==> config.mk <==
export PLATFORM = sky130hd
export DESIGN_NAME = spdd_top
export DESIGN_NICKNAME = d
export VERILOG_FILES = /design/src/hdl/spdd_pkg.sv /design/src/hdl/spdd_fifo.sv /design/src/hdl/spdd_top.sv
export SDC_FILE = /design/constraint.sdc
export NUM_CORES = 1
export LEC_CHECK = 0
export BUFFER_PORTS_ARGS = -buffer_cell sky130_fd_sc_hd__buf_4
export CORE_MARGIN = 10
export CORE_UTILIZATION = 60
export CTS_BUF_LIST = sky130_fd_sc_hd__clkbuf_8
export CTS_CLUSTER_DIAMETER = 50
export CTS_CLUSTER_SIZE = 12
export DETAILED_ROUTE_END_ITERATION = 8
export MAX_ROUTING_LAYER = met4
export PLACE_DENSITY = 0.85
export SETUP_SLACK_MARGIN = 0.4
export SYNTH_ARGS = -nofsm -noshare
export SYNTH_HDL_FRONTEND = slang
export SYNTH_SLANG_ARGS = --single-unit
==> constraint.sdc <==
create_clock -name clock -period 5.85 [get_ports clock]
set_input_delay 1.17 -clock clock [delete_from_list [all_inputs] [get_ports clock]]
set_output_delay 1.17 -clock clock [all_outputs]
set_load 0.005 [all_outputs]
==> src/hdl/spdd_pkg.sv <==
package spdd_pkg;
	// =========================================================
	// timing
	localparam int CLK_PERIOD_NS = 20;
	localparam int MS_NS         = 1000000;
	localparam int CYC_PER_MS    = MS_NS / CLK_PERIOD_NS;
	localparam int DLY_MAX_MS    = 100;
	localparam int DLY_W         = 7;
	localparam int DIV_W         = 20;
	localparam logic [DIV_W-1:0] DIV_RST = 20'h01458; // 9600 bps
	localparam logic [DIV_W-1:0] DIV_MIN = 20'h00008;
	localparam int FRAME_W       = 12;
	localparam int FIFO_DEPTH    = 16;

	// =========================================================
	// register map
	localparam logic [11:0] OFF_CFG  = 12'h000;
	localparam logic [11:0] OFF_DIV  = 12'h004;
	localparam logic [11:0] OFF_DLY  = 12'h008;
	localparam logic [11:0] OFF_DATA = 12'h00c;
	localparam logic [11:0] OFF_STAT = 12'h010;
	localparam int CFG_PAR_LSB  = 0;
	localparam int CFG_STOP2    = 3;
	localparam int CFG_FLOW_LSB = 4;
	localparam int CFG_FIFO     = 6;
	localparam int CFG_IF_LSB   = 8;
	localparam logic [31:0] CFG_RST = 32'h00000040;
	localparam int DLY_ON_LSB   = 0;
	localparam int DLY_OFF_LSB  = 16;
	localparam int DATA_VALID   = 8;
	localparam int ST_TX_FULL   = 0;
	localparam int ST_TX_EMPTY  = 1;
	localparam int ST_RX_VALID  = 2;
	localparam int ST_RX_FULL   = 3;
	localparam int ST_RTS       = 4;
	localparam int ST_BUSY      = 5;
	localparam int ST_PERR      = 6;
	localparam int ST_FERR      = 7;
	localparam int ST_OVR       = 8;

	// =========================================================
	// modes and states
	typedef enum logic [2:0] {
		PAR_NONE  = 3'h0,
		PAR_ODD   = 3'h1,
		PAR_EVEN  = 3'h2,
		PAR_SPACE = 3'h3,
		PAR_MARK  = 3'h4
	} spdd_par_e;
	typedef enum logic [1:0] {
		FLOW_NONE   = 2'h0,
		FLOW_RTSCTS = 2'h1,
		FLOW_TOGGLE = 2'h2
	} spdd_flow_e;
	typedef enum logic [1:0] {
		IF_232    = 2'h0,
		IF_422    = 2'h1,
		IF_485_2W = 2'h2,
		IF_485_4W = 2'h3
	} spdd_if_e;
	typedef enum logic [1:0] {
		TX_IDLE  = 2'h0,
		TX_LEAD  = 2'h1,
		TX_SHIFT = 2'h2,
		TX_TAIL  = 2'h3
	} spdd_tx_e;
	typedef enum logic [1:0] {
		RX_IDLE  = 2'h0,
		RX_START = 2'h1,
		RX_BITS  = 2'h2,
		RX_DONE  = 2'h3
	} spdd_rx_e;
endpackage

==> src/hdl/spdd_fifo.sv <==
`timescale 1ns/10ps
module spdd_fifo #(
	parameter int W     = 8,
	parameter int DEPTH = 16
) (
	input  wire logic         clock,
	input  wire logic         rst_n,
	input  wire logic         limit1,
	input  wire logic         in_valid,
	output logic              in_ready,
	input  wire logic [W-1:0] in_data,
	output logic              out_valid,
	input  wire logic         out_ready,
	output logic [W-1:0]      out_data
);
	localparam int AW = $clog2(DEPTH);

	if (DEPTH < 2 || (1 << AW) != DEPTH) begin : g_chk
		$error("spdd_fifo: DEPTH must be a power of two, at least 2");
	end

	logic [W-1:0] mem [DEPTH];
	logic [AW-1:0] wr_ptr_reg;
	logic [AW-1:0] rd_ptr_reg;
	logic [AW:0]   count_reg;
	logic          push;
	logic          pop;

	// capacity shrinks to one word when buffering is off
	assign in_ready  = limit1 ? (count_reg == '0) : (count_reg != (AW+1)'(DEPTH));
	assign out_valid = (count_reg != '0);
	assign out_data  = mem[rd_ptr_reg];
	assign push      = in_valid && in_ready;
	assign pop       = out_valid && out_ready;

	// storage
	always_ff @(posedge clock) begin
		if (push) begin
			mem[wr_ptr_reg] <= in_data;
		end
	end

	// pointers and fill level
	always_ff @(posedge clock or negedge rst_n) begin
		if (!rst_n) begin
			wr_ptr_reg <= '0;
			rd_ptr_reg <= '0;
			count_reg  <= '0;
		end else begin
			if (push) begin
				wr_ptr_reg <= wr_ptr_reg + 1'b1;
			end
			if (pop) begin
				rd_ptr_reg <= rd_ptr_reg + 1'b1;
			end
			count_reg <= count_reg + {{AW{1'b0}}, push} - {{AW{1'b0}}, pop};
		end
	end
endmodule // spdd_fifo

==> src/hdl/spdd_top.sv <==
`timescale 1ns/10ps
module spdd_top #(
	parameter int CYC_PER_MS = spdd_pkg::CYC_PER_MS,
	parameter int FIFO_DEPTH = spdd_pkg::FIFO_DEPTH
) (
	input  wire logic        clock,
	input  wire logic        rst_n,
	input  wire logic        hsel,
	input  wire logic [31:0] haddr,
	input  wire logic [1:0]  htrans,
	input  wire logic        hwrite,
	input  wire logic [2:0]  hsize,
	input  wire logic [31:0] hwdata,
	input  wire logic        hready,
	output logic             hreadyout,
	output logic             hresp,
	output logic [31:0]      hrdata,
	output logic             txd,
	input  wire logic        rxd,
	output logic             rts_n,
	input  wire logic        cts_n,
	output logic [1:0]       iface_sel
);
	localparam int SUB_W = $clog2(CYC_PER_MS + 1);
	localparam int DW    = spdd_pkg::DIV_W;

	if (CYC_PER_MS < 2) begin : g_chk
		$error("spdd_top: CYC_PER_MS must be at least 2");
	end

	// =========================================================
	// settings
	logic [31:0]          cfg_reg;
	logic [DW-1:0]        div_reg;
	logic [6:0]           on_ms_reg;
	logic [6:0]           off_ms_reg;
	logic [2:0]           st_err_reg;
	spdd_pkg::spdd_par_e  par;
	spdd_pkg::spdd_flow_e flow;
	logic                 stop2;
	logic                 fifo_en;
	logic                 toggle;
	logic                 has_par;

	assign par       = spdd_pkg::spdd_par_e'(cfg_reg[spdd_pkg::CFG_PAR_LSB +: 3]);
	assign flow      = spdd_pkg::spdd_flow_e'(cfg_reg[spdd_pkg::CFG_FLOW_LSB +: 2]);
	assign stop2     = cfg_reg[spdd_pkg::CFG_STOP2];
	assign fifo_en   = cfg_reg[spdd_pkg::CFG_FIFO];
	assign iface_sel = cfg_reg[spdd_pkg::CFG_IF_LSB +: 2];
	assign has_par   = (par != spdd_pkg::PAR_NONE);
	// direction pulse only honoured on the RS-232 interface
	assign toggle    = (flow == spdd_pkg::FLOW_TOGGLE) && (iface_sel == spdd_pkg::IF_232);

	// parity bit for a character
	function automatic logic par_bit(input logic [7:0] d, input spdd_pkg::spdd_par_e p);
		case (p)
			spdd_pkg::PAR_ODD:  par_bit = ~^d;
			spdd_pkg::PAR_EVEN: par_bit = ^d;
			spdd_pkg::PAR_MARK: par_bit = 1'b1;
			default:            par_bit = 1'b0;
		endcase
	endfunction

	// =========================================================
	// ahb-lite slave, zero wait states
	logic        ap_take;
	logic        dp_wr_reg;
	logic [11:0] dp_addr_reg;
	logic [31:0] hrdata_reg;
	logic [31:0] rd_val;
	logic        wr_cfg;
	logic        wr_div;
	logic        wr_dly;
	logic        wr_data;
	logic        wr_stat;
	logic        rd_pop;

	assign hreadyout = 1'b1;
	assign hresp     = 1'b0;
	assign hrdata    = hrdata_reg;
	assign ap_take   = hsel && htrans[1] && hready;
	assign wr_cfg    = dp_wr_reg && (dp_addr_reg == spdd_pkg::OFF_CFG);
	assign wr_div    = dp_wr_reg && (dp_addr_reg == spdd_pkg::OFF_DIV);
	assign wr_dly    = dp_wr_reg && (dp_addr_reg == spdd_pkg::OFF_DLY);
	assign wr_data   = dp_wr_reg && (dp_addr_reg == spdd_pkg::OFF_DATA);
	assign wr_stat   = dp_wr_reg && (dp_addr_reg == spdd_pkg::OFF_STAT);
	assign rd_pop    = ap_take && !hwrite && (haddr[11:0] == spdd_pkg::OFF_DATA);

	// fifo and engine wires
	logic       tx_in_ready;
	logic       tx_out_valid;
	logic       tx_out_ready;
	logic [7:0] tx_out_data;
	logic       rx_in_valid;
	logic       rx_in_ready;
	logic       rx_out_valid;
	logic [7:0] rx_out_data;
	logic [7:0] rx_char;
	spdd_pkg::spdd_tx_e tx_state_reg;

	// read mux, unmapped offsets read zero
	always_comb begin
		rd_val = 32'h00000000;
		case (haddr[11:0])
			spdd_pkg::OFF_CFG:  rd_val = cfg_reg;
			spdd_pkg::OFF_DIV:  rd_val = {{(32-DW){1'b0}}, div_reg};
			spdd_pkg::OFF_DLY:  rd_val = {9'h000, off_ms_reg, 9'h000, on_ms_reg};
			spdd_pkg::OFF_DATA: rd_val = {23'h000000, rx_out_valid, rx_out_data};
			spdd_pkg::OFF_STAT: rd_val = {23'h000000, st_err_reg, tx_state_reg != spdd_pkg::TX_IDLE,
				!rts_n, !rx_in_ready, rx_out_valid, !tx_out_valid, !tx_in_ready};
			default:            rd_val = 32'h00000000;
		endcase
	end

	// address phase capture and read data
	always_ff @(posedge clock or negedge rst_n) begin
		if (!rst_n) begin
			dp_wr_reg   <= 1'b0;
			dp_addr_reg <= 12'h000;
			hrdata_reg  <= 32'h00000000;
		end else begin
			dp_wr_reg <= ap_take && hwrite;
			if (ap_take) begin
				dp_addr_reg <= haddr[11:0];
			end
			if (ap_take && !hwrite) begin
				hrdata_reg <= rd_val;
			end
		end
	end

	// settings registers, one set per port instance
	always_ff @(posedge clock or negedge rst_n) begin
		if (!rst_n) begin
			cfg_reg    <= spdd_pkg::CFG_RST;
			div_reg    <= spdd_pkg::DIV_RST;
			on_ms_reg  <= 7'h00;
			off_ms_reg <= 7'h00;
		end else begin
			if (wr_cfg) begin
				cfg_reg <= {22'h000000, hwdata[9:8], 1'b0, hwdata[6:0]};
			end
			if (wr_div) begin
				div_reg <= (hwdata[DW-1:0] < spdd_pkg::DIV_MIN) ? spdd_pkg::DIV_MIN
					: hwdata[DW-1:0];
			end
			if (wr_dly) begin
				on_ms_reg  <= (hwdata[6:0] > 7'(spdd_pkg::DLY_MAX_MS)) ? 7'(spdd_pkg::DLY_MAX_MS)
					: hwdata[6:0];
				off_ms_reg <= (hwdata[22:16] > 7'(spdd_pkg::DLY_MAX_MS))
					? 7'(spdd_pkg::DLY_MAX_MS) : hwdata[22:16];
			end
		end
	end

	// =========================================================
	// buffers
	spdd_fifo #(.W(8), .DEPTH(FIFO_DEPTH)) u_tx_fifo (
		.clock     (clock),
		.rst_n     (rst_n),
		.limit1    (!fifo_en),
		.in_valid  (wr_data),
		.in_ready  (tx_in_ready),
		.in_data   (hwdata[7:0]),
		.out_valid (tx_out_valid),
		.out_ready (tx_out_ready),
		.out_data  (tx_out_data)
	);

	spdd_fifo #(.W(8), .DEPTH(FIFO_DEPTH)) u_rx_fifo (
		.clock     (clock),
		.rst_n     (rst_n),
		.limit1    (!fifo_en),
		.in_valid  (rx_in_valid),
		.in_ready  (rx_in_ready),
		.in_data   (rx_char),
		.out_valid (rx_out_valid),
		.out_ready (rd_pop),
		.out_data  (rx_out_data)
	);

	// =========================================================
	// pin synchronisers
	logic rx_s1_reg;
	logic rx_s2_reg;
	logic cts_s1_reg;
	logic cts_s2_reg;

	always_ff @(posedge clock or negedge rst_n) begin
		if (!rst_n) begin
			rx_s1_reg  <= 1'b1;
			rx_s2_reg  <= 1'b1;
			cts_s1_reg <= 1'b1;
			cts_s2_reg <= 1'b1;
		end else begin
			rx_s1_reg  <= rxd;
			rx_s2_reg  <= rx_s1_reg;
			cts_s1_reg <= cts_n;
			cts_s2_reg <= cts_s1_reg;
		end
	end

	// =========================================================
	// transmitter
	logic [11:0]      tx_shift_reg;
	logic [3:0]       tx_bits_reg;
	logic [DW-1:0]    tx_cyc_reg;
	logic [6:0]       ms_left_reg;
	logic [SUB_W-1:0] ms_sub_reg;
	logic             can_start;
	logic             bit_end;
	logic             ms_tick;
	logic [11:0]      frame;
	logic [3:0]       nbits;

	// in RTS/CTS flow mode, hold new characters while the far end shows CTS off
	assign can_start    = tx_out_valid && ((flow != spdd_pkg::FLOW_RTSCTS) || !cts_s2_reg);
	assign bit_end      = (tx_cyc_reg == div_reg - 1'b1);
	assign ms_tick      = (ms_sub_reg == SUB_W'(CYC_PER_MS - 1));
	assign frame        = {2'b11, has_par ? par_bit(tx_out_data, par) : 1'b1, tx_out_data, 1'b0};
	assign nbits        = 4'ha + {3'h0, has_par} + {3'h0, stop2};
	assign txd          = tx_shift_reg[0];
	assign tx_out_ready = (can_start && (tx_state_reg == spdd_pkg::TX_IDLE) && !toggle)
		|| ((tx_state_reg == spdd_pkg::TX_LEAD) && (ms_left_reg == 7'h00))
		|| ((tx_state_reg == spdd_pkg::TX_SHIFT) && bit_end && (tx_bits_reg == 4'h1) && can_start);

	// rts level per flow mode
	always_comb begin
		if (toggle) begin
			rts_n = (tx_state_reg == spdd_pkg::TX_IDLE);
		end else if (flow == spdd_pkg::FLOW_RTSCTS) begin
			rts_n = !rx_in_ready;
		end else begin
			rts_n = 1'b0;
		end
	end

	// frame sequencer with lead and tail waits
	always_ff @(posedge clock or negedge rst_n) begin
		if (!rst_n) begin
			tx_state_reg <= spdd_pkg::TX_IDLE;
			tx_shift_reg <= 12'hfff;
			tx_bits_reg  <= 4'h0;
			tx_cyc_reg   <= '0;
			ms_left_reg  <= 7'h00;
			ms_sub_reg   <= '0;
		end else begin
			case (tx_state_reg)
				spdd_pkg::TX_IDLE: begin
					ms_sub_reg <= '0;
					if (toggle && tx_out_valid) begin
						ms_left_reg  <= on_ms_reg;
						tx_state_reg <= spdd_pkg::TX_LEAD;
					end else if (tx_out_ready) begin
						tx_shift_reg <= frame;
						tx_bits_reg  <= nbits;
						tx_cyc_reg   <= '0;
						tx_state_reg <= spdd_pkg::TX_SHIFT;
					end
				end
				spdd_pkg::TX_LEAD: begin
					if (ms_left_reg == 7'h00) begin
						tx_shift_reg <= frame;
						tx_bits_reg  <= nbits;
						tx_cyc_reg   <= '0;
						tx_state_reg <= spdd_pkg::TX_SHIFT;
					end else if (ms_tick) begin
						ms_sub_reg  <= '0;
						ms_left_reg <= ms_left_reg - 1'b1;
					end else begin
						ms_sub_reg <= ms_sub_reg + 1'b1;
					end
				end
				spdd_pkg::TX_SHIFT: begin
					if (!bit_end) begin
						tx_cyc_reg <= tx_cyc_reg + 1'b1;
					end else if (tx_bits_reg != 4'h1) begin
						tx_cyc_reg   <= '0;
						tx_bits_reg  <= tx_bits_reg - 1'b1;
						tx_shift_reg <= {1'b1, tx_shift_reg[11:1]};
					end else if (can_start) begin
						tx_shift_reg <= frame;
						tx_bits_reg  <= nbits;
						tx_cyc_reg   <= '0;
					end else begin
						tx_shift_reg <= 12'hfff;
						ms_sub_reg   <= '0;
						ms_left_reg  <= off_ms_reg;
						tx_state_reg <= toggle ? spdd_pkg::TX_TAIL : spdd_pkg::TX_IDLE;
					end
				end
				spdd_pkg::TX_TAIL: begin
					if (ms_left_reg == 7'h00) begin
						tx_state_reg <= spdd_pkg::TX_IDLE;
					end else if (ms_tick) begin
						ms_sub_reg  <= '0;
						ms_left_reg <= ms_left_reg - 1'b1;
					end else begin
						ms_sub_reg <= ms_sub_reg + 1'b1;
					end
				end
				default: tx_state_reg <= spdd_pkg::TX_IDLE;
			endcase
		end
	end

	// =========================================================
	// receiver
	spdd_pkg::spdd_rx_e rx_state_reg;
	logic [10:0]        rx_shift_reg;
	logic [3:0]         rx_idx_reg;
	logic [DW-1:0]      rx_cyc_reg;
	logic [3:0]         rx_total;
	logic [3:0]         stop_pos;
	logic               perr;
	logic               ferr;

	assign rx_total    = 4'h9 + {3'h0, has_par} + {3'h0, stop2};
	assign stop_pos    = 4'h8 + {3'h0, has_par};
	assign rx_char     = rx_shift_reg[7:0];
	assign rx_in_valid = (rx_state_reg == spdd_pkg::RX_DONE);
	assign perr        = has_par && (rx_shift_reg[8] != par_bit(rx_char, par));
	assign ferr        = !rx_shift_reg[stop_pos] || (stop2 && !rx_shift_reg[stop_pos + 4'h1]);

	// mid-bit sampler
	always_ff @(posedge clock or negedge rst_n) begin
		if (!rst_n) begin
			rx_state_reg <= spdd_pkg::RX_IDLE;
			rx_shift_reg <= 11'h000;
			rx_idx_reg   <= 4'h0;
			rx_cyc_reg   <= '0;
		end else begin
			case (rx_state_reg)
				spdd_pkg::RX_IDLE: begin
					rx_cyc_reg <= '0;
					if (!rx_s2_reg) begin
						rx_state_reg <= spdd_pkg::RX_START;
					end
				end
				spdd_pkg::RX_START: begin
					if (rx_cyc_reg != (div_reg >> 1)) begin
						rx_cyc_reg <= rx_cyc_reg + 1'b1;
					end else begin
						rx_cyc_reg   <= '0;
						rx_idx_reg   <= 4'h0;
						rx_state_reg <= rx_s2_reg ? spdd_pkg::RX_IDLE : spdd_pkg::RX_BITS;
					end
				end
				spdd_pkg::RX_BITS: begin
					if (rx_cyc_reg != div_reg - 1'b1) begin
						rx_cyc_reg <= rx_cyc_reg + 1'b1;
					end else begin
						rx_cyc_reg               <= '0;
						rx_shift_reg[rx_idx_reg] <= rx_s2_reg;
						rx_idx_reg               <= rx_idx_reg + 1'b1;
						if (rx_idx_reg == rx_total - 4'h1) begin
							rx_state_reg <= spdd_pkg::RX_DONE;
						end
					end
				end
				spdd_pkg::RX_DONE: rx_state_reg <= spdd_pkg::RX_IDLE;
				default:           rx_state_reg <= spdd_pkg::RX_IDLE;
			endcase
		end
	end

	// sticky errors, write one clears, a new event wins
	always_ff @(posedge clock or negedge rst_n) begin
		if (!rst_n) begin
			st_err_reg <= 3'h0;
		end else begin
			st_err_reg <= (st_err_reg & ~(wr_stat ? hwdata[8:6] : 3'h0))
				| (rx_in_valid ? {!rx_in_ready, ferr, perr} : 3'h0);
		end
	end
endmodule // spdd_top

==> summary.md <==
| Metric | Value |
|---|---|
| Status | completed |
| Largest net degree at the start of global routing | 123 |
| Placer Congestion | 0.9279 |
| Worst slew pin tran | 1.316 ns |
| Initial DRC count | 1,597 |
| Fmax | 0.1978 GHz |
| Pre-CTS setup slack | 0.9954 ns |
| Synth Flop Type | edfxtp_1 |
| CP Max Fanout | 11 |
| NetSw | 2709 uW |
| Area occupied by multi-input gates | 0.008897 mm^2 |
| Mapped cell area | 0.02264 mm^2 |
| Mean area per synthesized cell | 12.49 um^2 |
| Total design power | 8246 uW |
| Most common cell after layout, fill and taps aside | edfxtp_1 |
| CTS tree | done |
| WL/cell | 22.35 um |
| Cell area power density | 336.8 mW/mm^2 |
| Max cap viols | 0 |
| Sw Share | 32.86% |
| CTS Hold Bufs | 0 |
| Port Buf Inserts | 69 |
| Cell breakdown of the critical path | or4_4, nor4b_1, xor3_1, a211oi_1, and2_4, a41oi_1, nor2_1, ha_1, inv_1, ha_1, inv_1, fa_1, inv_1, a21oi_1, nor2_1, nor2_1, xnor2_1 |
| Period utilisation layout | 86.40% |
| Peak supply drop | 0.0002512 V |
| Die ar. | 0.04591 mm^2 |
| Fin. Hold Viols | 0 |
| Setup_tns | 0 ns |
| DRC viols | 0 |
| WHS Path Cells | 0 |
| Fill cell count | 2,682 |
| Unrepaired setup endpoints after global routing | false |
| H-tree Lvls | 2 |
| Reg area | 0.01292 mm^2 |
| Synth Register Bits | 464 |
| Dpl cells | 2,299 |
| Syn. warnings | 0 |
| Die Y | 214.3 um |
| Critical path's slowest cell | nor4b_1 |
| Layout area overhead | 8.123% |
| Sequential area share after synthesis | 57.05% |
| First-pass GRT wire length | 84.12 mm |
| Vias in the first global route | 15,017 |
| Leak pwr | 0.009493 uW |
| GRT overflow | 0 |
| Slowest stage delay, CP | 0.69 ns |
| Vias | 15,367 |
| Startpoint Class | flip-flop |
| Root Buffer | clkbuf_8 |
| Max Slew Vio Count | 0 |
| Combinational Power Share | 25.0% |
| WP data required | 6.37 ns |
| Layout cell share with drive strength beyond 1 | 16.41% |
| Row Count | 71 |
| Cell Count, Final, Fillers Out | 2,396 |
| Setup Crit Path Kind | reg -> reg |
| Hold WS | 0.3585 ns |
| Worst reg-to-reg path cell count | 17 |
| GR peak layer | met2 |
| Number of buffers created by CTS | 51 |
| Die width | 214.3 um |
| I/O pin total | 114 |
| Total track usage | 23.45% |
| Core Area | 0.03749 mm^2 |
| P_int | 5537 uW |
| Detail Placement HPWL | 37.25 mm |
| DRT Pass-1 Iters | 6 |
| Final Critical Period | 5.055 ns |
| Commonest cells after routing, fill and taps aside | edfxtp_1 (256), dfrtp_1 (186), nand2_1 (143), inv_1 (106), nor2_1 (95) |
| Number of nets in the layout | 1,960 |
| Routing usage on met2 | 37.49% |
| Initial Util | 60.40% |
| Clk_lat worst skew | 0.66 ns |
| Grt met3 use | 4.457% |
| Initial antenna violation count | 2 |
| Critical Path AT | 5.57 ns |
| Clock slew seen by the registers of the worst setup and hold paths | 0.08 ns |
| Post-CTS sizing | 0 |
| Mapped Cells | 1,813 |
| Clk sinks | 464 |
| Post-synth ARST share | 44.83% |
| Post-route ant nets | 0 |
| Worst setup EP type | flip-flop |
| Max Root-Sink Buffers | 3 |
| Setup-failing EPs final | 0 |
| Hold WC Path Type | reg -> reg |
| GRT met1 Usage | 29.92% |
| Unique cell type count in the Yosys netlist | 81 |
| Clk pwr share | 26.6% |
| Seq pwr share | 48.4% |
| Drt via density | 6.414 |
| Post-CTS Setup Bufs | 0 |
| Total length of routed wires | 53.56 mm |
| Number of synthesized flops with an enable pin | 256 |
| Slew HR | 11.97% |
| Setup Skew | 0.02706 ns |
| PnR worst setup slack | 0.7953 ns |
==> power by group through the flow <==
stage               sequential, uW  combinational [uW]  clock [uW]
finish                        3990                2060        2200
global route                  4020                2260        2370
CTS                           3980                2040        2230
detailed placement            4050                2030           0
global placement              4030                1930           0
floorplan                     3870                1660           0
==> worst paths after layout <==
path	start	end	slack (ns)
max	div_reg[2]	u_tx_fifo.count_reg[4]	0.80
min	cts_s1_reg	cts_s2_reg	0.36
max reg2reg	div_reg[2]	u_tx_fifo.count_reg[4]	0.80
min reg2reg	cts_s1_reg	cts_s2_reg	0.36
max in group asynchronous	rst_n	div_reg[10]	4.10
min in group asynchronous	rst_n	u_tx_fifo.wr_ptr_reg[2]	0.57
==> Yosys cell counts, types with 11 or more instances <==
cell type | instances | share of area (%)
xnor2_1 | 72 | 2.8
mux2i_1 | 42 | 1.9
o211ai_1 | 18 | 0.60
o31ai_1 | 12 | 0.40
or3_1 | 13 | 0.36
mux2_2 | 40 | 2.0
nand4_1 | 29 | 0.80
buf_2 | 20 | 0.44
nand2_1 | 143 | 2.4
o21ai_0 | 51 | 1.1
nand3b_1 | 13 | 0.43
inv_1 | 82 | 1.4
nand2b_1 | 11 | 0.30
ha_1 | 41 | 2.3
dfrtp_1 | 188 | 21
or4_1 | 14 | 0.46
o21ai_1 | 21 | 0.46
mux2_1 | 17 | 0.85
and3_1 | 22 | 0.61
nand3_1 | 53 | 1.2
mux4_2 | 56 | 5.6
nor4_1 | 16 | 0.44
clkbuf_1 | 73 | 1.2
a221oi_1 | 24 | 0.93
dfstp_2 | 20 | 2.3
xor2_1 | 27 | 1.0
o2111ai_1 | 11 | 0.43
nor2_1 | 95 | 1.6
buf_4 | 14 | 0.46
a31oi_1 | 27 | 0.75
a22o_1 | 22 | 0.85
nor3_1 | 37 | 0.82
a21oi_1 | 58 | 1.3
and2_1 | 19 | 0.52
edfxtp_1 | 256 | 34
==> critical path, delay by kind of cell (launching register included) <==
kind,cells,cell delay (ns)
AO/OA/AOI/OAI,3,0.71
XOR/XNOR,2,0.44
adder cells (fa/ha/maj),3,0.87
buffers and inverters,3,0.21
flip-flops,1,0.54
AND/OR/NAND/NOR,6,2.13
==> layer usage <==
metal  wire length, um  up-vias
met5                 0        -
met2             26260      783
li1                  -     6823
met3              4840      121
met1             20760     7640
met4              1699        0
==> stage by stage <==
step	util (%)	cell area (um^2)
floorplan	-	22680
detailed placement	62.53	23440
global placement	62.53	23440
global route	65.30	24480
finish	65.30	24480
CTS	65.29	24480
==> kinds of logic (layout without fill, tap and decap cells) <==
kind of cell | Yosys count | after routing | synth area share (%)
buf+inv | 204 | 265 | 3.857
compound gates | 323 | 323 | 9.820
simple gates | 514 | 514 | 11.80
xor+xnor | 108 | 108 | 4.730
mux | 155 | 155 | 10.26
other cells | 2 | 13 | 0.03317
flops | 464 | 464 | 57.05
fa+ha+maj | 43 | 43 | 2.443
==> area by class of cell <==
class                      instances  share of cell area [%]
clock inverter                    41                   1.191
timing repair buffer              87                   2.750
inverter                          83                   1.273
antenna                            2                 0.02044
multi-input combinational       1154                   36.34
tap                              511                   2.612
sequential                       464                   52.78
clock buffer                      54                   3.036
Power figures use the tool's default switching activity.
